===== src/acs_pkg.sv =====
// Purpose: Shared constants for the converter configuration front end
// Assumes: 250 MHz reference clock, strap levels arrive as 2-bit comparator codes
// Notes: Register addresses and bit positions of the serial word live here
`default_nettype none
package acs_pkg;
    // ----------------------------------------------------------------
    // Timing
    // ----------------------------------------------------------------
    localparam int CLK_PERIOD_NS = 4;
    localparam int RST_PULSE_NS = 10;
    localparam int RST_PULSE_CYC = (RST_PULSE_NS + CLK_PERIOD_NS - 1) / CLK_PERIOD_NS;
    localparam int APPLY_DELAY_NS = 100;
    localparam int APPLY_DELAY_CYC = APPLY_DELAY_NS / CLK_PERIOD_NS;
    // ----------------------------------------------------------------
    // Serial word layout
    // ----------------------------------------------------------------
    localparam int WORD_BITS = 16;
    localparam int ADDR_BITS = 5;
    localparam int DATA_BITS = 11;
    localparam logic [3:0] LAST_BIT = 4'hF;
    localparam logic [4:0] ADDR_MAIN = 5'h00;
    localparam logic [4:0] ADDR_PATTERN = 5'h0A;
    localparam logic [4:0] ADDR_IFACE = 5'h0D;
    localparam logic [10:0] REG_RESET = 11'h000;
    // Register 0x00 fields
    localparam int B_SW_RESET = 10;
    localparam int B_REF = 5;
    localparam int B_CHPD_LO = 1;
    localparam int B_PD_GLOBAL = 0;
    // Register 0x0A fields
    localparam int B_DATA_FMT = 9;
    localparam int B_PAT_LO = 5;
    // Register 0x0D fields
    localparam int B_OVERRIDE = 10;
    localparam int B_BYTE_WISE = 7;
    localparam int B_LSB_FIRST = 6;
    localparam int B_COARSE = 5;
    localparam int B_FALL_EDGE = 4;
    localparam int B_SER14 = 2;
    localparam int B_SDR = 1;
    localparam int B_ONE_WIRE = 0;
    // ----------------------------------------------------------------
    // Strap levels and output pattern codes
    // ----------------------------------------------------------------
    typedef enum logic [1:0] {
        LVL_GND = 2'h0,
        LVL_3_8 = 2'h1,
        LVL_5_8 = 2'h2,
        LVL_FULL = 2'h3
    } acs_level_t;
    localparam logic [2:0] PAT_NORMAL = 3'h0;
    localparam logic [2:0] PAT_SYNC = 3'h1;
    localparam logic [2:0] PAT_DESKEW = 3'h2;
endpackage : acs_pkg
`default_nettype wire


===== src/acs_config.sv =====
// Purpose: Serial register port and strap decoder of a quad converter
// Assumes: Strap pins arrive as 2-bit level codes; all pins are asynchronous
// Notes: Straps govern until the override bit is set; the power-down pin forces global power down either way
`default_nettype none
module acs_config (
    input wire logic ref_clk_in,
    input wire logic rst_in,
    input wire logic reset_pin_in,
    input wire logic serial_select_n_in,
    input wire logic serial_clk_in,
    input wire logic serial_in_line_in,
    input wire logic pdn_pin_in,
    input wire logic [1:0] select_level_in,
    input wire logic [1:0] link_config_pin_in,
    input wire logic [1:0] serialization_config_pin_in,
    input wire logic [1:0] format_config_pin_in,
    output logic global_pd_out,
    output logic [3:0] chan_pd_out,
    output logic [2:0] pattern_out,
    output logic internal_ref_out,
    output logic coarse_gain_out,
    output logic ddr_clk_out,
    output logic two_wire_out,
    output logic ser14_out,
    output logic rise_capture_out,
    output logic lsb_first_out,
    output logic offset_binary_out,
    output logic byte_wise_out,
    output logic override_out,
    output logic reg_write_out,
    output logic regs_reset_out
);
    typedef enum logic {
        ST_IDLE = 1'b0,
        ST_SHIFT = 1'b1
    } acs_rx_state_t;

    // ----------------------------------------------------------------
    // Pin synchronisers
    // ----------------------------------------------------------------
    logic [3:0] ser_s;
    logic [8:0] strap_s;
    logic rst_pin_s;
    logic sel_n_s;
    logic sclk_s;
    logic serial_in_line_s;
    logic pdn_s;
    acs_pkg::acs_level_t sel_lvl;
    acs_pkg::acs_level_t link_lvl;
    acs_pkg::acs_level_t ser_lvl;
    acs_pkg::acs_level_t fmt_lvl;

    acs_sync #(
        .WIDTH(4)
    ) u_sync_serial (
        .ref_clk_in(ref_clk_in),
        .rst_in(rst_in),
        .async_in({reset_pin_in, serial_select_n_in, serial_clk_in, serial_in_line_in}),
        .sync_out(ser_s)
    );

    acs_sync #(
        .WIDTH(9)
    ) u_sync_strap (
        .ref_clk_in(ref_clk_in),
        .rst_in(rst_in),
        .async_in({pdn_pin_in, select_level_in, link_config_pin_in,
                   serialization_config_pin_in, format_config_pin_in}),
        .sync_out(strap_s)
    );

    assign rst_pin_s = ser_s[3];
    assign sel_n_s = ser_s[2];
    assign sclk_s = ser_s[1];
    assign serial_in_line_s = ser_s[0];
    assign pdn_s = strap_s[8];
    assign sel_lvl = acs_pkg::acs_level_t'(strap_s[7:6]);
    assign link_lvl = acs_pkg::acs_level_t'(strap_s[5:4]);
    assign ser_lvl = acs_pkg::acs_level_t'(strap_s[3:2]);
    assign fmt_lvl = acs_pkg::acs_level_t'(strap_s[1:0]);

    // ----------------------------------------------------------------
    // Serial clock edge detection
    // ----------------------------------------------------------------
    logic sclk_prev;
    logic sclk_fall;

    always_ff @(posedge ref_clk_in) begin
        if (rst_in) begin
            sclk_prev <= 1'b0;
        end else begin
            sclk_prev <= sclk_s;
        end
    end

    assign sclk_fall = sclk_prev && !sclk_s;

    // ----------------------------------------------------------------
    // Hardware reset pin pulse qualifier
    // ----------------------------------------------------------------
    localparam int RCW = $clog2(acs_pkg::RST_PULSE_CYC + 1);
    localparam logic [RCW-1:0] RST_CYC = RCW'(acs_pkg::RST_PULSE_CYC);
    logic [RCW-1:0] rst_pin_cnt;
    logic hw_reset;

    always_ff @(posedge ref_clk_in) begin
        if (rst_in || !rst_pin_s) begin
            rst_pin_cnt <= '0;
        end else if (rst_pin_cnt != RST_CYC) begin
            rst_pin_cnt <= rst_pin_cnt + RCW'(1);
        end
    end

    assign hw_reset = (rst_pin_cnt == RST_CYC);

    // ----------------------------------------------------------------
    // Serial receiver
    // ----------------------------------------------------------------
    acs_rx_state_t rx_state;
    acs_rx_state_t next_rx_state;
    logic [3:0] bit_cnt;
    logic [acs_pkg::WORD_BITS-1:0] shift;
    logic [acs_pkg::WORD_BITS-1:0] next_shift;
    logic word_done;

    always_comb begin
        case (rx_state)
            ST_IDLE: next_rx_state = sel_n_s ? ST_IDLE : ST_SHIFT;
            ST_SHIFT: next_rx_state = sel_n_s ? ST_IDLE : ST_SHIFT;
            default: next_rx_state = ST_IDLE;
        endcase
    end

    always_ff @(posedge ref_clk_in) begin
        if (rst_in) begin
            rx_state <= ST_IDLE;
        end else begin
            rx_state <= next_rx_state;
        end
    end

    assign next_shift = {shift[acs_pkg::WORD_BITS-2:0], serial_in_line_s};
    assign word_done = !sel_n_s && sclk_fall && bit_cnt == acs_pkg::LAST_BIT;

    always_ff @(posedge ref_clk_in) begin
        if (rst_in || sel_n_s) begin
            bit_cnt <= 4'h0;
        end else if (sclk_fall && rx_state == ST_SHIFT) begin
            bit_cnt <= bit_cnt + 4'h1;
        end
    end

    always_ff @(posedge ref_clk_in) begin
        if (rst_in) begin
            shift <= '0;
        end else if (rx_state == ST_SHIFT && !sel_n_s && sclk_fall) begin
            shift <= next_shift;
        end
    end

    // ----------------------------------------------------------------
    // Write delay
    // ----------------------------------------------------------------
    logic wr_fire;
    logic [acs_pkg::WORD_BITS-1:0] wr_word;
    logic [acs_pkg::ADDR_BITS-1:0] wr_addr;
    logic [acs_pkg::DATA_BITS-1:0] wr_data;
    logic sw_reset;
    logic regs_clear;

    acs_dly #(
        .WIDTH(acs_pkg::WORD_BITS),
        .DELAY(acs_pkg::APPLY_DELAY_CYC)
    ) u_dly (
        .ref_clk_in(ref_clk_in),
        .rst_in(rst_in),
        .flush_in(hw_reset),
        .load_in(word_done),
        .data_in(next_shift),
        .fire_out(wr_fire),
        .data_out(wr_word)
    );

    assign wr_addr = wr_word[acs_pkg::WORD_BITS-1:acs_pkg::DATA_BITS];
    assign wr_data = wr_word[acs_pkg::DATA_BITS-1:0];
    assign sw_reset = wr_fire && wr_addr == acs_pkg::ADDR_MAIN
                      && wr_data[acs_pkg::B_SW_RESET];
    assign regs_clear = hw_reset || sw_reset;

    // ----------------------------------------------------------------
    // Register storage
    // ----------------------------------------------------------------
    logic [acs_pkg::DATA_BITS-1:0] reg_main;
    logic [acs_pkg::DATA_BITS-1:0] reg_pattern;
    logic [acs_pkg::DATA_BITS-1:0] reg_iface;

    always_ff @(posedge ref_clk_in) begin
        if (rst_in || regs_clear) begin
            reg_main <= acs_pkg::REG_RESET;
        end else if (wr_fire && wr_addr == acs_pkg::ADDR_MAIN) begin
            reg_main <= wr_data;
        end
    end

    always_ff @(posedge ref_clk_in) begin
        if (rst_in || regs_clear) begin
            reg_pattern <= acs_pkg::REG_RESET;
        end else if (wr_fire && wr_addr == acs_pkg::ADDR_PATTERN) begin
            reg_pattern <= wr_data;
        end
    end

    always_ff @(posedge ref_clk_in) begin
        if (rst_in || regs_clear) begin
            reg_iface <= acs_pkg::REG_RESET;
        end else if (wr_fire && wr_addr == acs_pkg::ADDR_IFACE) begin
            reg_iface <= wr_data;
        end
    end

    // ----------------------------------------------------------------
    // Strap decode
    // ----------------------------------------------------------------
    logic strap_pd;
    logic [2:0] strap_pat;
    logic strap_int_ref;
    logic strap_gain;
    logic strap_ddr;
    logic strap_two_wire;
    logic strap_ser14;
    logic strap_rise;
    logic strap_lsb;
    logic strap_offset;

    always_comb begin
        strap_pd = 1'b0;
        strap_pat = acs_pkg::PAT_NORMAL;
        case ({sclk_s, serial_in_line_s})
            2'h1: strap_pat = acs_pkg::PAT_SYNC;
            2'h2: strap_pd = 1'b1;
            2'h3: strap_pat = acs_pkg::PAT_DESKEW;
            default: strap_pat = acs_pkg::PAT_NORMAL;
        endcase
    end

    always_comb begin
        case (sel_lvl)
            acs_pkg::LVL_GND: {strap_int_ref, strap_gain} = 2'h0;
            acs_pkg::LVL_3_8: {strap_int_ref, strap_gain} = 2'h1;
            acs_pkg::LVL_5_8: {strap_int_ref, strap_gain} = 2'h3;
            default: {strap_int_ref, strap_gain} = 2'h2;
        endcase
    end

    always_comb begin
        case (link_lvl)
            acs_pkg::LVL_5_8: {strap_ddr, strap_two_wire} = 2'h1;
            acs_pkg::LVL_FULL: {strap_ddr, strap_two_wire} = 2'h3;
            default: {strap_ddr, strap_two_wire} = 2'h2;
        endcase
    end

    always_comb begin
        strap_ser14 = 1'b0;
        strap_rise = 1'b0;
        if (!strap_ddr && strap_two_wire) begin
            case (ser_lvl)
                acs_pkg::LVL_GND: {strap_ser14, strap_rise} = 2'h0;
                acs_pkg::LVL_3_8: {strap_ser14, strap_rise} = 2'h2;
                acs_pkg::LVL_5_8: {strap_ser14, strap_rise} = 2'h3;
                default: {strap_ser14, strap_rise} = 2'h1;
            endcase
        end
    end

    always_comb begin
        case (fmt_lvl)
            acs_pkg::LVL_GND: {strap_lsb, strap_offset} = 2'h0;
            acs_pkg::LVL_3_8: {strap_lsb, strap_offset} = 2'h1;
            acs_pkg::LVL_5_8: {strap_lsb, strap_offset} = 2'h3;
            default: {strap_lsb, strap_offset} = 2'h2;
        endcase
    end

    // ----------------------------------------------------------------
    // Source selection and output registers
    // ----------------------------------------------------------------
    logic ovrd;
    logic next_global_pd;

    assign ovrd = reg_iface[acs_pkg::B_OVERRIDE];
    assign next_global_pd = pdn_s
        || (ovrd ? reg_main[acs_pkg::B_PD_GLOBAL] : strap_pd);

    always_ff @(posedge ref_clk_in) begin
        if (rst_in) begin
            global_pd_out <= 1'b0;
            chan_pd_out <= 4'h0;
            override_out <= 1'b0;
            reg_write_out <= 1'b0;
            regs_reset_out <= 1'b0;
        end else begin
            global_pd_out <= next_global_pd;
            chan_pd_out <= reg_main[acs_pkg::B_CHPD_LO +: 4];
            override_out <= ovrd;
            reg_write_out <= wr_fire;
            regs_reset_out <= regs_clear;
        end
    end

    always_ff @(posedge ref_clk_in) begin
        if (rst_in) begin
            pattern_out <= acs_pkg::PAT_NORMAL;
            internal_ref_out <= 1'b0;
            coarse_gain_out <= 1'b0;
        end else if (ovrd) begin
            pattern_out <= reg_pattern[acs_pkg::B_PAT_LO +: 3];
            internal_ref_out <= reg_main[acs_pkg::B_REF];
            coarse_gain_out <= reg_iface[acs_pkg::B_COARSE];
        end else begin
            pattern_out <= strap_pat;
            internal_ref_out <= strap_int_ref;
            coarse_gain_out <= strap_gain;
        end
    end

    always_ff @(posedge ref_clk_in) begin
        if (rst_in) begin
            ddr_clk_out <= 1'b1;
            two_wire_out <= 1'b0;
            ser14_out <= 1'b0;
            rise_capture_out <= 1'b0;
            lsb_first_out <= 1'b0;
            offset_binary_out <= 1'b0;
            byte_wise_out <= 1'b0;
        end else if (ovrd) begin
            ddr_clk_out <= !reg_iface[acs_pkg::B_SDR];
            two_wire_out <= !reg_iface[acs_pkg::B_ONE_WIRE];
            ser14_out <= reg_iface[acs_pkg::B_SER14];
            rise_capture_out <= !reg_iface[acs_pkg::B_FALL_EDGE];
            lsb_first_out <= reg_iface[acs_pkg::B_LSB_FIRST];
            offset_binary_out <= reg_pattern[acs_pkg::B_DATA_FMT];
            byte_wise_out <= reg_iface[acs_pkg::B_BYTE_WISE];
        end else begin
            ddr_clk_out <= strap_ddr;
            two_wire_out <= strap_two_wire;
            ser14_out <= strap_ser14;
            rise_capture_out <= strap_rise;
            lsb_first_out <= strap_lsb;
            offset_binary_out <= strap_offset;
            byte_wise_out <= 1'b0;
        end
    end
endmodule : acs_config
`default_nettype wire


===== src/acs_sync.sv =====
// Purpose: Two-stage synchroniser for pins from outside the clock domain
// Assumes: Each bit is a slow level or a clock far below the sample rate
// Notes: Only the second stage is visible to the rest of the block
`default_nettype none
module acs_sync #(
    parameter int WIDTH = 1
) (
    input wire logic ref_clk_in,
    input wire logic rst_in,
    input wire logic [WIDTH-1:0] async_in,
    output logic [WIDTH-1:0] sync_out
);
    logic [WIDTH-1:0] meta;

    // ----------------------------------------------------------------
    // Two flip-flop chain
    // ----------------------------------------------------------------
    always_ff @(posedge ref_clk_in) begin
        if (rst_in) begin
            meta <= '0;
            sync_out <= '0;
        end else begin
            meta <= async_in;
            sync_out <= meta;
        end
    end
endmodule : acs_sync
`default_nettype wire


===== src/acs_dly.sv =====
// Purpose: Holds one completed word and releases it after a fixed delay
// Assumes: A new word never arrives while one is still pending
// Notes: Flush drops a pending word without releasing it
`default_nettype none
module acs_dly #(
    parameter int WIDTH = 16,
    parameter int DELAY = 25
) (
    input wire logic ref_clk_in,
    input wire logic rst_in,
    input wire logic flush_in,
    input wire logic load_in,
    input wire logic [WIDTH-1:0] data_in,
    output logic fire_out,
    output logic [WIDTH-1:0] data_out
);
    localparam int CW = $clog2(DELAY + 1);
    localparam logic [CW-1:0] START = CW'(DELAY);
    logic [CW-1:0] count;
    logic pending;

    // ----------------------------------------------------------------
    // Countdown and release
    // ----------------------------------------------------------------
    always_ff @(posedge ref_clk_in) begin
        if (rst_in || flush_in) begin
            pending <= 1'b0;
            count <= '0;
            fire_out <= 1'b0;
            data_out <= '0;
        end else if (load_in) begin
            pending <= 1'b1;
            count <= START;
            fire_out <= 1'b0;
            data_out <= data_in;
        end else if (pending && count == CW'(1)) begin
            pending <= 1'b0;
            count <= '0;
            fire_out <= 1'b1;
        end else begin
            count <= pending ? count - CW'(1) : count;
            fire_out <= 1'b0;
        end
    end
endmodule : acs_dly
`default_nettype wire


===== config.mk =====
export PLATFORM = sky130hd
export DESIGN_NAME = acs_config
export DESIGN_NICKNAME = d
export VERILOG_FILES = /design/src/acs_pkg.sv /design/src/acs_config.sv /design/src/acs_sync.sv /design/src/acs_dly.sv
export SDC_FILE = /design/constraint.sdc
export NUM_CORES = 1
export LEC_CHECK = 0
export BUFFER_PORTS_ARGS = -buffer_cell sky130_fd_sc_hd__buf_2
export CORE_UTILIZATION = 50
export DETAILED_ROUTE_END_ITERATION = 6
export GPL_TIMING_DRIVEN = 0
export HOLD_SLACK_MARGIN = 0.06
export PLACE_DENSITY = 0.71
export SLEW_MARGIN = 20
export SYNTH_ARGS = -nofsm -noshare
export SYNTH_HDL_FRONTEND = slang
export SYNTH_SLANG_ARGS = --single-unit

===== constraint.sdc =====
create_clock -name ref_clk_in -period 1.5 [get_ports ref_clk_in]
set_clock_uncertainty 0.1 [all_clocks]
set_input_delay 0.075 -clock ref_clk_in [delete_from_list [all_inputs] [get_ports ref_clk_in]]
set_output_delay 0.075 -clock ref_clk_in [all_outputs]
set_load 0.01 [all_outputs]

## Word-level counts from Yosys, hierarchy flattened

Cells that the tools add are included.

- Bits of input ports: 15
- Logic and storage cells: 122
- Bits in registers: 119
- Output and inout bits: 20

- Reduce and logical (&&, ||, !) cells: 40
- Add/subtract/negate cells: 3
- Bitwise gates (word level): 1
- Muxes and demuxes: 29
- Equality and inequality tests: 17

Operators with widths:

| cell | number |
|---|---|
| $mux 1 | 24 |
| $reduce_or 2->1 | 9 |
| $eq 2x2->1 const B | 8 |
| $mux 5 | 3 |
| $logic_and 1x1->1 | 12 |
| $eq 5x4->1 const B | 2 |
| $eq 2x1->1 const B | 4 |
| $logic_not 1->1 | 6 |
| $logic_not 2->1 | 3 |
| $logic_or 1x1->1 | 6 |
| $eq 5x1->1 const B | 1 |
| $logic_not 5->1 | 1 |
| $sub 5x1->5 const B | 1 |
| $add 4x1->4 const B | 1 |
| $eq 4x4->1 const B | 1 |
| $pmux 2 s2 | 1 |
| $mux 3 | 1 |
| $reduce_bool 3->1 | 1 |
| $reduce_or 3->1 | 1 |
| $add 2x1->2 const B | 1 |
| $ne 2x2->1 const B | 1 |
| $reduce_bool 2->1 | 1 |
| $not 1->1 | 1 |

## Logic depth before layout (Yosys ltp)

Gate-level depths: netlist of the first run.

- Word-level depth: 6
- Mapped depth: 6
- Gate-level depth less buffers: 5

## Cells and area by module

Synthesis of the first run repeated with hierarchy kept, for this count alone.

- Cells, all modules: 408
- Area total of the unflattened synthesis: 3988.8 um^2

By module, submodules not included:

| module | instances | seq. area each (um^2) | area each (um^2) | cells an instance |
|---|---|---|---|---|
| acs_config | 1 | 1221.2 | 2383.5 | 264 |
| acs_dly | 1 | 460.4 | 905.9 | 91 |
| acs_sync at u_sync_strap | 1 | 360.3 | 489.2 | 37 |
| acs_sync at u_sync_serial | 1 | 160.2 | 210.2 | 16 |

## Worst setup path after synthesis of the first run

No wires, ideal clock.

- Kind: reg2reg
- From: register u_dly.count[1]
- To: register u_dly.count[0]
- Slack: -0.044 ns
- Clock period less this slack: 1.544 ns
- Cell stages (with the launch flop): 6
- Path buffers: 0
- Setup time: 0.132 ns
- Arrival time: 1.311 ns
- Required time: 1.268 ns
- Cells stage by stage: dfxtp_1 -> inv_1 -> ha_1 -> or4b_2 -> nand3_1 -> a31oi_1

- Longest elaborated chain between the ends: 4
- Elaborated cells between the ends (all ways): 5
- Classes of those cells: eq/ne (1); mux (2); reduce/logical (2)

RTL lines:

| item | RTL line | source |
|---|---|---|
| start, declared | acs_dly.sv:19 | `logic [CW-1:0] count;` |
| start signal, assigned | acs_dly.sv:41 | `count <= pending ? count - CW'(1) : count;` |
| $eq 5x1->1 (*) | acs_dly.sv:36 | `end else if (pending && count == CW'(1)) begin` |
| $logic_and 1x1->1 (*) | acs_dly.sv:36 |  |
| $mux 5 | acs_dly.sv:36 |  |
| $mux 5 | acs_dly.sv:31 | `end else if (load_in) begin` |

Mark *: on every way between the ends. The rest lies on a longest branch, timed or not.
A chain may end at the register's enable or synchronous reset.

## Final worst setup path of the first run

- From: register u_dly.count[0]
- To: register u_dly.count[3]

- Longest elaborated chain between the ends: 4
- Elaborated cells between the ends (all ways): 7
- Classes of those cells: add/sub (1); eq/ne (1); mux (3); reduce/logical (2)

RTL lines:

| item | RTL line |
|---|---|
| $sub 5x1->5 or $eq 5x1->1 (tied branches) | acs_dly.sv:41, acs_dly.sv:36 |
| $mux 5 or $logic_and 1x1->1 (tied branches) | acs_dly.sv:41, acs_dly.sv:36 |
| $mux 5 | acs_dly.sv:36 |
| $mux 5 | acs_dly.sv:31 |

Several ways; a longest one is shown, not always the timed one. The select of a mux whose other input is x is not followed.

==> out/results.txt, run 1 <==
Clock sink total = 109
Top cell type's share of synthesized area = 0.547
WL final = 8.72 mm
WL per Instance = 14.6 um
Vias in the first global route = 3,012
Total GRT Usage = 0.224
Core Box Area = 0.00773 mm^2
CTS clock-pin slew for the worst setup and hold paths = 0.10 ns
Max_cap viols = 0
Synth async-reset ratio = 0
CTS tree = built
Worst-Margin Slew = 0.644 ns
Critical Path RT = 1.70 ns
Share of post-route cells with drive strength above 1 = 0.246
CP Launch Type = register
Maximum VDD drop = 0.990 mV
Design area = 0.00494 mm^2
CTS H-tree lvls = 3
Pleak = 1.79 nW
Worst slew margin = 0.571
# diodes = 0
Non-filler instance count after layout = 598
First-pass GRT wire length = 14.5 mm
Max clock buf depth = 2
Syn Nets = 454
Filler cells = 664
Post-synth EDFFs = 0
Cell Chain, Critical Path = or4b_4 > a211o_1 > a31oi_1
Die Span Y = 91.4 um
Met3 usage = 0.0519
Pwr dens = 998 mW/mm^2
GR Util met1 = 0.282
Area Growth Syn to Fin = 23.8%
Die width = 91.4 um
Gr ovfl total = 0
Via count = 3,238
Synth Instances = 429
Largest net degree at the start of global routing = 21
CP arrival = 1.71 ns
Port Buffers = 33
Dpl cell area = 0.00429 mm^2
I/O pin cnt = 35
Cell family with most CP delay = simple AND/OR/NAND/NOR gates
Final hold vios = 0
Vias per cell = 5.41
Root buf cell = clkbuf_8
Fin crit period = 1.51 ns
Max-slew violation count = 0
Yosys warnings = 0
Core Util, Final = 0.640
Failing checks = setup timing
Avg Cell Area, Syn = 9.31 um^2
Fin nets = 516
Worst Path Buf+Inv = 0
TritonCTS Buffers = 9
Final Cycle Share = 1.01
DRT antenna net count = 0
Crit Path Max Fanout = 4
CP max stage cell = or4b_4
Outcome = finished, violations left
Top cells by area, synth = dfxtp_1 (55%), a21oi_1 (7.0%), nor2b_1 (5.3%)
Pre-Repair DR Iteration Count = 4
Die area = 0.00835 mm^2
Busiest layer in global routing = met2
Register area share after synthesis = 0.547
Post-synth top area cell = dfxtp_1
Worst Setup Path Type = register to register
Post-Place Cells = 564
Max Clk Rate = 662 MHz
Synthesis-stage register bit count = 109
Library cells used by synthesis = 41
Max incr delay on CP = 0.52 ns
Starting Density = 0.517
Hold Path Class = input port to register
Post-route setup slack = -0.0105 ns
Worst Setup End Kind = register
Setup violations, final = 1
GPL Wtd Cong = 0.817
Row count = 32
DRT iter0 DRCs = 156
Post-route DRC = 0
Initial antenna violation count = 0
M2 GR Usage = 0.371
Insertion delay to the later sink of the worst-skew pair = 0.37 ns
Dominant synthesized flop cell = dfxtp_1
RSZ-0062 raised after global routing = true
Cell Area, Synth = 0.00399 mm^2
Dpl hpwl = 5.71 mm
[Yosys cell counts (4+ instances only)]
master,instances
a21oi_1,56
a31oi_1,4
buf_2,7
clkbuf_1,17
dfxtp_1,109
ha_1,10
inv_1,11
mux2i_1,5
nand2_1,38
nand2b_1,7
nand3_1,31
nand4b_1,7
nor2_1,17
nor2b_1,34
o21ai_0,34
[sequential cells by signal (all words and copies together), names as in the netlist, 2 cells and up]
name / cells
shift: 15
u_dly.data_out: 15
u_sync_strap.meta: 9
u_sync_strap.sync_out: 9
reg_iface: 8
reg_main: 6
u_dly.count: 5
bit_cnt: 4
chan_pd_out: 4
reg_pattern: 4
u_sync_serial.meta: 4
u_sync_serial.sync_out: 4
pattern_out: 3
rst_pin_cnt: 2
[power breakdown]
group	leakage [nW]	internal, mW	switching [mW]
registers	0.892	2.93	0.0200
clock network	0.103	0.700	1.06
logic	0.795	0.109	0.115
total	1.79	3.74	1.19
[stage by stage]
stage / TNS (ns) / setup WS [ns] / power, mW / hold WS (ns)
2_1_floorplan: -0.346 / -0.0173 / 3.13 / 0.103
3_3_place_gp: -9.05 / -0.409 / 3.19 / 0.181
3_5_place_dp: -10.01 / -0.422 / 3.19 / 0.189
4_1_cts: -0.00102 / -0.00102 / 4.97 / 0.0874
5_1_grt: -0.159 / -0.0445 / 5.15 / 0.133
6_report: -0.0105 / -0.0105 / 4.94 / 0.123
[tightest hold or removal path: cells and delay by family]
kind                   cells  cell delay, ns
buffers and inverters      2            0.26
and+or+nand+nor            1            0.21
[kinds of logic after synthesis]
| kind of cell | Yosys count | share of synthesized area |
|---|---|---|
| buffers and inverters | 36 | 0.0363 |
| flip-flops | 109 | 0.547 |
| AND/OR/NAND/NOR | 165 | 0.234 |
| XOR/XNOR | 3 | 0.00658 |
| AO/OA/AOI/OAI | 101 | 0.133 |
| adder cells (fa/ha/maj) | 10 | 0.0313 |
| multiplexers | 5 | 0.0125 |
[cell type report]
| cell class | count | area [um^2] | area share |
|---|---|---|---|
| Buffer | 21 | 146 | 0.0296 |
| Timing Repair Buffer | 55 | 365 | 0.0739 |
| Multi-Input combinational cell | 284 | 1860 | 0.376 |
| Sequential cell | 109 | 2210 | 0.446 |
| Inverter | 11 | 41.3 | 0.00835 |
| Tap cell | 102 | 128 | 0.0258 |
| Clock inverter | 6 | 60.1 | 0.0121 |
| Clock buffer | 10 | 138 | 0.0278 |
[worst paths after layout]
| path | startpoint | to | slack [ns] | cells past startpoint |
|---|---|---|---|---|
| max | u_dly.count[0] | u_dly.count[3] | -0.01 | 3 |
| min | rst_in | rx_state | 0.12 | 3 |
| max reg2reg | u_dly.count[0] | u_dly.count[3] | -0.01 | 3 |
| min reg2reg | u_sync_strap.meta[0] | u_sync_strap.sync_out[0] | 0.33 | 1 |
[cell usage in the layout, fill, tap and decap left out, types with 8 or more instances in the layout]
| master | n |
|---|---|
| a21oi_2 | 9 |
| nand3_1 | 29 |
| inv_1 | 10 |
| dfxtp_2 | 8 |
| nor2b_1 | 34 |
| buf_2 | 38 |
| dlygate4sd3_1 | 14 |
| o21ai_0 | 19 |
| nor2_1 | 16 |
| a21oi_1 | 47 |
| dfxtp_1 | 97 |
| o21ai_1 | 12 |
| buf_4 | 10 |
| nand2_1 | 37 |
| clkbuf_8 | 14 |
[what timing repair did]
action | 4_1_cts | 5_1_grt
hold endpoints to repair | 16 | 0
pin swaps | 1 | 4
resized for setup | 39 | 56
endpoints found under the setup margin | 52 | 48
hold buffers | 14 | 0
buffers inserted | 2 | 6
[per-layer routing]
metal  vias up  share of wire
met3        16          0.041
met4         0          0.023
li1       1602              -
met1      1547           0.46
met5         -              0
met2        73           0.48
No activity file was read; power rests on OpenSTA's default activity.
==> run 2: changes to the inputs <==
--- a/config.mk
+++ b/config.mk
@@ -10,7 +10,7 @@
 export DETAILED_ROUTE_END_ITERATION = 6
 export GPL_TIMING_DRIVEN = 0
 export HOLD_SLACK_MARGIN = 0.06
-export PLACE_DENSITY = 0.71
+export PLACE_DENSITY = 0.69
 export SLEW_MARGIN = 20
 export SYNTH_ARGS = -nofsm -noshare
 export SYNTH_HDL_FRONTEND = slang
==> constraint.sdc (replaced) <==
create_clock -name ref_clk_in -period 1.55 [get_ports ref_clk_in]
set_clock_uncertainty 0.1 [all_clocks]
set_input_delay 0.155 -clock ref_clk_in [delete_from_list [all_inputs] [get_ports ref_clk_in]]
set_output_delay 0.155 -clock ref_clk_in [all_outputs]
set_load 0.01 [all_outputs]
==> run 2 against run 1 <==
The run now ends clean. Fmax increased by 0.23%. Sequential share of layout area increased by 0.74 points. Clock power increased by 2%. Register-to-register slack improved by 0.05 ns. First-iteration DRC count increased by 32%. Total power decreased by 1.4%. Hold slack improved by 0.038 ns. Largest power group unchanged.
==> out/results.txt, run 2 (synthesized netlist as in run 1, its figures left out) <==
CTS tree = built
Initial antenna violation count = 0 (unchanged)
Worst-Margin Slew = 0.666 ns (+0.0223 ns)
Hold slack = 0.161 ns (+0.0383 ns)
TritonCTS Buffers = 9 (unchanged)
Most frequent cells in the layout = dfxtp_1 (98), a21oi_1 (51), buf_2 (38), nand2_1 (38), nor2b_1 (34)
Leading registers by flop count = shift x15, u_dly.data_out x15
Final Cycle Share = 0.972 (-0.0347)
Final hold vios = 0 (unchanged)
Core Util, Final = 0.626 (-0.0136)
CP Launch Type = register
Worst slew margin = 0.556 (-0.0148)
Die Span Y = 91.4 um (unchanged)
FF-to-FF path depth = 5 (+2)
Pre-CTS WS = -0.427 ns (-0.00473 ns)
R2R Path Start = u_dly.count[1]
Max incr delay on CP = 0.49 ns (-0.03 ns)
Starting Density = 0.517 (unchanged)
GPL Wtd Cong = 0.820 (+0.33%)
Post-route DRC = 0 (unchanged)
Max clock buf depth = 2 (unchanged)
Via count = 3,153 (-2.6%)
# diodes = 0 (unchanged)
DRT iter0 DRCs = 206 (+32%)
Vias in the first global route = 2,943 (-2.3%)
Setup TNS Final = 0 ns (+0.0105 ns)
Port Buffers = 33 (unchanged)
DRT antenna net count = 0 (unchanged)
Commonest non-fill, non-tap cell in the layout = dfxtp_1
CTS clock-pin slew for the worst setup and hold paths = 0.11 ns (about the same)
Vias per cell = 5.30 (-2.1%)
Maximum VDD drop = 0.621 mV (-37%)
Insertion delay to the later sink of the worst-skew pair = 0.37 ns (about the same)
Pleak = 1.77 nW (-1.1%)
Fin nets = 513 (-0.58%)
Cell Chain, Critical Path = inv_1 > ha_2 > or4b_4 > nand3_1 > a31oi_1
Root buf cell = clkbuf_8
CP arrival = 1.66 ns (-0.05 ns)
Dpl hpwl = 5.72 mm (+0.26%)
Worst Setup Path Type = register to register
Total Power = 4.87 mW (-1.4%)
WHS Path Cells = 3 (unchanged)
CTS H-tree lvls = 3 (unchanged)
Cell family with most CP delay = simple AND/OR/NAND/NOR gates
Max-slew violation count = 0 (unchanged)
Outcome = completed
Hold Path Class = input port to register
Clock sink total = 109 (unchanged)
Post-route setup slack = 0.0429 ns (+0.0534 ns)
Pwr dens = 1010 mW/mm^2 (+0.78%)
Row count = 32 (unchanged)
RR Endpoint = u_dly.count[0]
Largest net degree at the start of global routing = 21 (unchanged)
Pre-Repair DR Iteration Count = 5 (+1)
R2r setup slk = 0.04 ns (+0.05 ns)
Worst Setup End Kind = register
WL per Instance = 14.5 um (-0.28%)
Die width = 91.4 um (unchanged)
Share of post-route cells with drive strength above 1 = 0.211 (-0.0350)
Fin crit period = 1.51 ns (-0.00340 ns)
Critical Path RT = 1.71 ns (about the same)
Endpoint, Worst Hold = rst_pin_cnt[0]
Max Clk Rate = 664 MHz (+0.23%)
Area Growth Syn to Fin = 21.2%
WL final = 8.65 mm (-0.78%)
Worst Path Buf+Inv = 1 (+1)
Die area = 0.00835 mm^2 (unchanged)
I/O pin cnt = 35 (unchanged)
Hold_sp = rst_in
Total GRT Usage = 0.220 (-0.00394)
RSZ-0062 raised after global routing = true
Crit Path Max Fanout = 4 (unchanged)
Setup violations, final = 0 (-1)
First-pass GRT wire length = 14.4 mm (-0.52%)
CP max stage cell = or4b_4
Max_cap viols = 0 (unchanged)
Gr ovfl total = 0 (unchanged)
Core Box Area = 0.00773 mm^2 (unchanged)
==> run 2: layout make-up <==
cell class                      count  area (um^2)
Fill cell                         640         2890
Timing Repair Buffer               53          363
Buffer                             20          136
Clock inverter                      7         85.1
Multi-Input combinational cell    284         1770
Sequential cell                   109         2200
Clock buffer                        9          124
Inverter                           11         41.3
Tap cell                          102          128
==> run 2: worst min-delay path, cell delays in order <==
cell and delay (ns):
buf_2 0.23, nand2b_1 0.16, nor2_1 0.05
==> run 2: routing by layer <==
layer	global-route usage	routed length, um
met4	0.0754	108
met5	0	0
met3	0.0327	261
met2	0.354	4070
met1	0.303	4210
==> run 2: how the worst max path moves through the flow <==
stage                                         start                  to  cells past startpoint
after floorplan                      u_dly.count[1]      u_dly.count[0]                      5
after global placement               rst_pin_cnt[0]         reg_main[0]                      5
after detailed placement             rst_pin_cnt[0]  u_dly.data_out[14]                      5
after CTS                 u_sync_serial.sync_out[1]   u_dly.data_out[7]                      5
after global routing                 u_dly.count[0]      u_dly.count[4]                      5
final                                u_dly.count[1]      u_dly.count[0]                      5
==> run 2: power by group <==
group | total (mW) | internal, mW | leakage, nW | switching (mW)
logic | 0.209 | 0.102 | 0.774 | 0.107
registers | 2.86 | 2.84 | 0.890 | 0.0205
clock network | 1.80 | 0.785 | 0.107 | 1.01
==> run 2: what timing repair did <==
item                                    CTS  global route
buffers inserted                          1             5
endpoints found under the setup margin   48            50
pin swaps                                 0             1
hold buffers                             14             0
resized for setup                        29            38
endpoints found under the hold margin    14             0
==> run 2: through the flow <==
step	cell area, um^2	cells
after detailed placement	4290	564
final	4840	595
after CTS	4730	592
after global routing	4840	595
after floorplan	3990	429
after global placement	4290	564
==> run 3: changes to the inputs <==
--- a/config.mk
+++ b/config.mk
@@ -5,12 +5,14 @@
 export SDC_FILE = /design/constraint.sdc
 export NUM_CORES = 1
 export LEC_CHECK = 0
+export ABC_AREA = 1
 export BUFFER_PORTS_ARGS = -buffer_cell sky130_fd_sc_hd__buf_2
+export CORE_MARGIN = 2
 export CORE_UTILIZATION = 50
 export DETAILED_ROUTE_END_ITERATION = 6
 export GPL_TIMING_DRIVEN = 0
 export HOLD_SLACK_MARGIN = 0.06
-export PLACE_DENSITY = 0.69
+export PLACE_DENSITY = 0.71
 export SLEW_MARGIN = 20
 export SYNTH_ARGS = -nofsm -noshare
 export SYNTH_HDL_FRONTEND = slang
==> constraint.sdc (replaced) <==
create_clock -name ref_clk_in -period 1.24 [get_ports ref_clk_in]
set_clock_uncertainty 0.1 [all_clocks]
set_input_delay 0.124 -clock ref_clk_in [delete_from_list [all_inputs] [get_ports ref_clk_in]]
set_output_delay 0.124 -clock ref_clk_in [all_outputs]
set_load 0.01 [all_outputs]
==> run 3 against run 2 <==
The flow now finishes with violations (hold timing, setup timing). Via count rose by 2.2%. First-iteration DRC count fell by 33%. Sequential power rose by 26%. Final area rose by 8.0%. Core utilization rose by 4.7 points. Fmax rose by 15%. Non-clock buffer count rose by 7. Wire length rose by 1.6%. Sequential share of layout area fell by 3.2 points. Combinational power rose by 57%.
==> out/results.txt, run 3 <==
RSZ-0062 raised after global routing = true
Avg Cell Area, Syn = 8.42 um^2 (-9.5%)
Hold Path Class = input port to register
Critical Path RT = 1.41 ns (-0.30 ns)
Most frequent cells in the layout = nor2_1 (98), dfxtp_1 (95), nand2_1 (53)
Via count = 3,221 (+2.2%)
Gr ovfl total = 0 (unchanged)
Worst Path Buf+Inv = 2 (+1)
Top cells by area, synth = dfxtp_1 (54%), nor2_1 (11%), nand2_1 (5.3%)
Vias per cell = 4.85 (-8.5%)
Largest net degree at the start of global routing = 21 (unchanged)
Post-route setup slack = -0.0759 ns (-0.119 ns)
Top cell type's share of synthesized area = 0.544 (-0.00239)
Yosys warnings = 0 (unchanged)
Cell family with most CP delay = flip-flops
Share of post-route cells with drive strength above 1 = 0.327 (+0.116)
Synthesis-stage register bit count = 109 (unchanged)
Worst Setup Path Type = register to register
Total GRT Usage = 0.204 (-0.0164)
Final hold vios = 3 (+3)
Synth Instances = 476 (+11%)
CTS tree = built
Die area = 0.00875 mm^2 (+4.9%)
Met3 usage = 0.0540 (+0.0213)
Final Cycle Share = 1.06 (+0.0889)
Leading registers by flop count = shift x15, u_dly.data_out x15
Max_cap viols = 0 (unchanged)
Register area share after synthesis = 0.544 (-0.00239)
Area Growth Syn to Fin = 30.3%
Fin nets = 582 (+13%)
Port Buffers = 33 (unchanged)
Post-route DRC = 0 (unchanged)
Setup TNS Final = -1.98 ns (-1.98 ns)
Dpl hpwl = 5.36 mm (-6.3%)
Worst slew margin = 0.532 (-0.0240)
Busiest layer in global routing = met2
Cell Area, Synth = 0.00401 mm^2 (+0.44%)
Initial antenna violation count = 0 (unchanged)
Cell Chain, Critical Path = ha_4 > inv_2 > nor2_2 > nand3_2 > buf_6 > nor2_4 > nor2_1
Crit Path Max Fanout = 6 (+2)
Post-synth top area cell = dfxtp_1
Syn Nets = 501 (+10%)
Count leader, synth = nor2_1
Fin crit period = 1.32 ns (-0.191 ns)
GPL Wtd Cong = 0.854 (+4.1%)
Maximum VDD drop = 0.812 mV (+31%)
WL per Instance = 13.2 um (-9.0%)
Library cells used by synthesis = 32 (-22%)
Root buf cell = clkbuf_8
# diodes = 0 (unchanged)
Pleak = 2.13 nW (+20%)
Die Span Y = 93.6 um (+2.4%)
DRT iter0 DRCs = 137 (-33%)
Synth async-reset ratio = 0 (unchanged)
CP arrival = 1.48 ns (-0.18 ns)
Post-synth EDFFs = 0 (unchanged)
Core Box Area = 0.00777 mm^2 (+0.52%)
CTS Hold Bufs = 16 (+2)
Vias in the first global route = 3,011 (+2.3%)
Synth top cells by count = nor2_1 (118), dfxtp_1 (109), nand2_1 (57)
GR Util met1 = 0.247 (-0.0562)
Clock sink total = 109 (unchanged)
Commonest non-fill, non-tap cell in the layout = nor2_1
Failing checks = hold timing, setup timing
Die width = 93.6 um (+2.4%)
Dominant synthesized flop cell = dfxtp_1
Starting Density = 0.516 (about the same)
Setup violations, final = 48 (+48)
Worst-Margin Slew = 0.702 ns (+0.0360 ns)
WL final = 8.79 mm (+1.6%)
CP Launch Type = register
I/O pin cnt = 35 (unchanged)
CP max stage cell = dfxtp_2
Row count = 32 (unchanged)
Max clock buf depth = 2 (unchanged)
TritonCTS Buffers = 9 (unchanged)
Insertion delay to the later sink of the worst-skew pair = 0.37 ns (about the same)
Pwr dens = 1150 mW/mm^2 (+14%)
CTS H-tree lvls = 3 (unchanged)
Max-slew violation count = 0 (unchanged)
M2 GR Usage = 0.356 (+0.00198)
Max incr delay on CP = 0.37 ns (-0.12 ns)
First-pass GRT wire length = 14.0 mm (-3.1%)
Outcome = finished, violations left
CTS clock-pin slew for the worst setup and hold paths = 0.10 ns (about the same)
DRT antenna net count = 0 (unchanged)
Pre-Repair DR Iteration Count = 4 (-1)
Max Clk Rate = 760 MHz (+15%)
Worst Setup End Kind = register
Hold slack = -0.0821 ns (-0.243 ns)
-- run 3: changes by cell type in the layout (fill, tap and decap cells not counted), sizes merged, moves of 12 or more --
cell / before / now
nand3: 31 / 13
inv: 16 / 67
buf: 46 / 58
nor2b: 34 / 0
nand2: 38 / 62
nor2: 17 / 128
a21oi: 56 / 28
-- run 3: final cells by class --
| cell class | count | area, um^2 |
|---|---|---|
| Clock buffer | 9 | 124 |
| Buffer | 11 | 109 |
| Sequential cell | 109 | 2210 |
| Fill cell | 602 | 2540 |
| Timing Repair Buffer | 69 | 531 |
| Clock inverter | 7 | 65.1 |
| Inverter | 62 | 248 |
| Tap cell | 102 | 128 |
| Multi-Input combinational cell | 295 | 1820 |
-- run 3: logic make-up after synthesis --
logic type	Yosys count	share of synthesized area
compound gates	71	0.103
xor+xnor	1	0.00218
fa+ha+maj	10	0.0312
buf+inv	74	0.0830
flops	109	0.544
simple gates	211	0.237
-- run 3: what timing repair did --
item,4_1_cts,5_1_grt
setup buffers,12,4
endpoints found under the hold margin,26,6
pin swaps,11,8
setup endpoints to repair,51,58
gates cloned,3,3
gates resized for setup,52,69
-- run 3: metrics by stage --
step,utilization,setup slack (ns),cell area [um^2],instances,power (mW)
3_3_place_gp,0.556,-0.181,4320,611,3.89
6_report,0.673,-0.0759,5230,664,5.99
2_1_floorplan,-,0.00860,4030,476,3.82
5_1_grt,0.673,-0.156,5230,664,6.22
3_5_place_dp,0.556,-0.198,4320,611,3.90
4_1_cts,0.634,-0.0332,4920,657,5.97
-- run 3: power by group --
| group | internal (mW) | switching, mW |
|---|---|---|
| sequential | 3.56 | 0.0324 |
| combinational | 0.157 | 0.171 |
| clock | 0.785 | 1.28 |
| total | 4.50 | 1.49 |
-- run 3: per-layer routing --
metal / up-vias / wire length, um
li1: 1657 / -
met1: 1506 / 3720
met2: 48 / 4650
met3: 10 / 288
met4: 0 / 137
met5: - / 0
-- run 3: worst paths after layout --
| check | from | to | slack (ns) | cells after the start |
|---|---|---|---|---|
| max | bit_cnt[1] | u_dly.data_out[10] | -0.08 | 7 |
| min | rst_in | regs_reset_out | -0.08 | 2 |
| max reg2reg | bit_cnt[1] | u_dly.data_out[10] | -0.08 | 7 |
| min reg2reg | u_sync_strap.meta[7] | u_sync_strap.sync_out[7] | 0.30 | 2 |
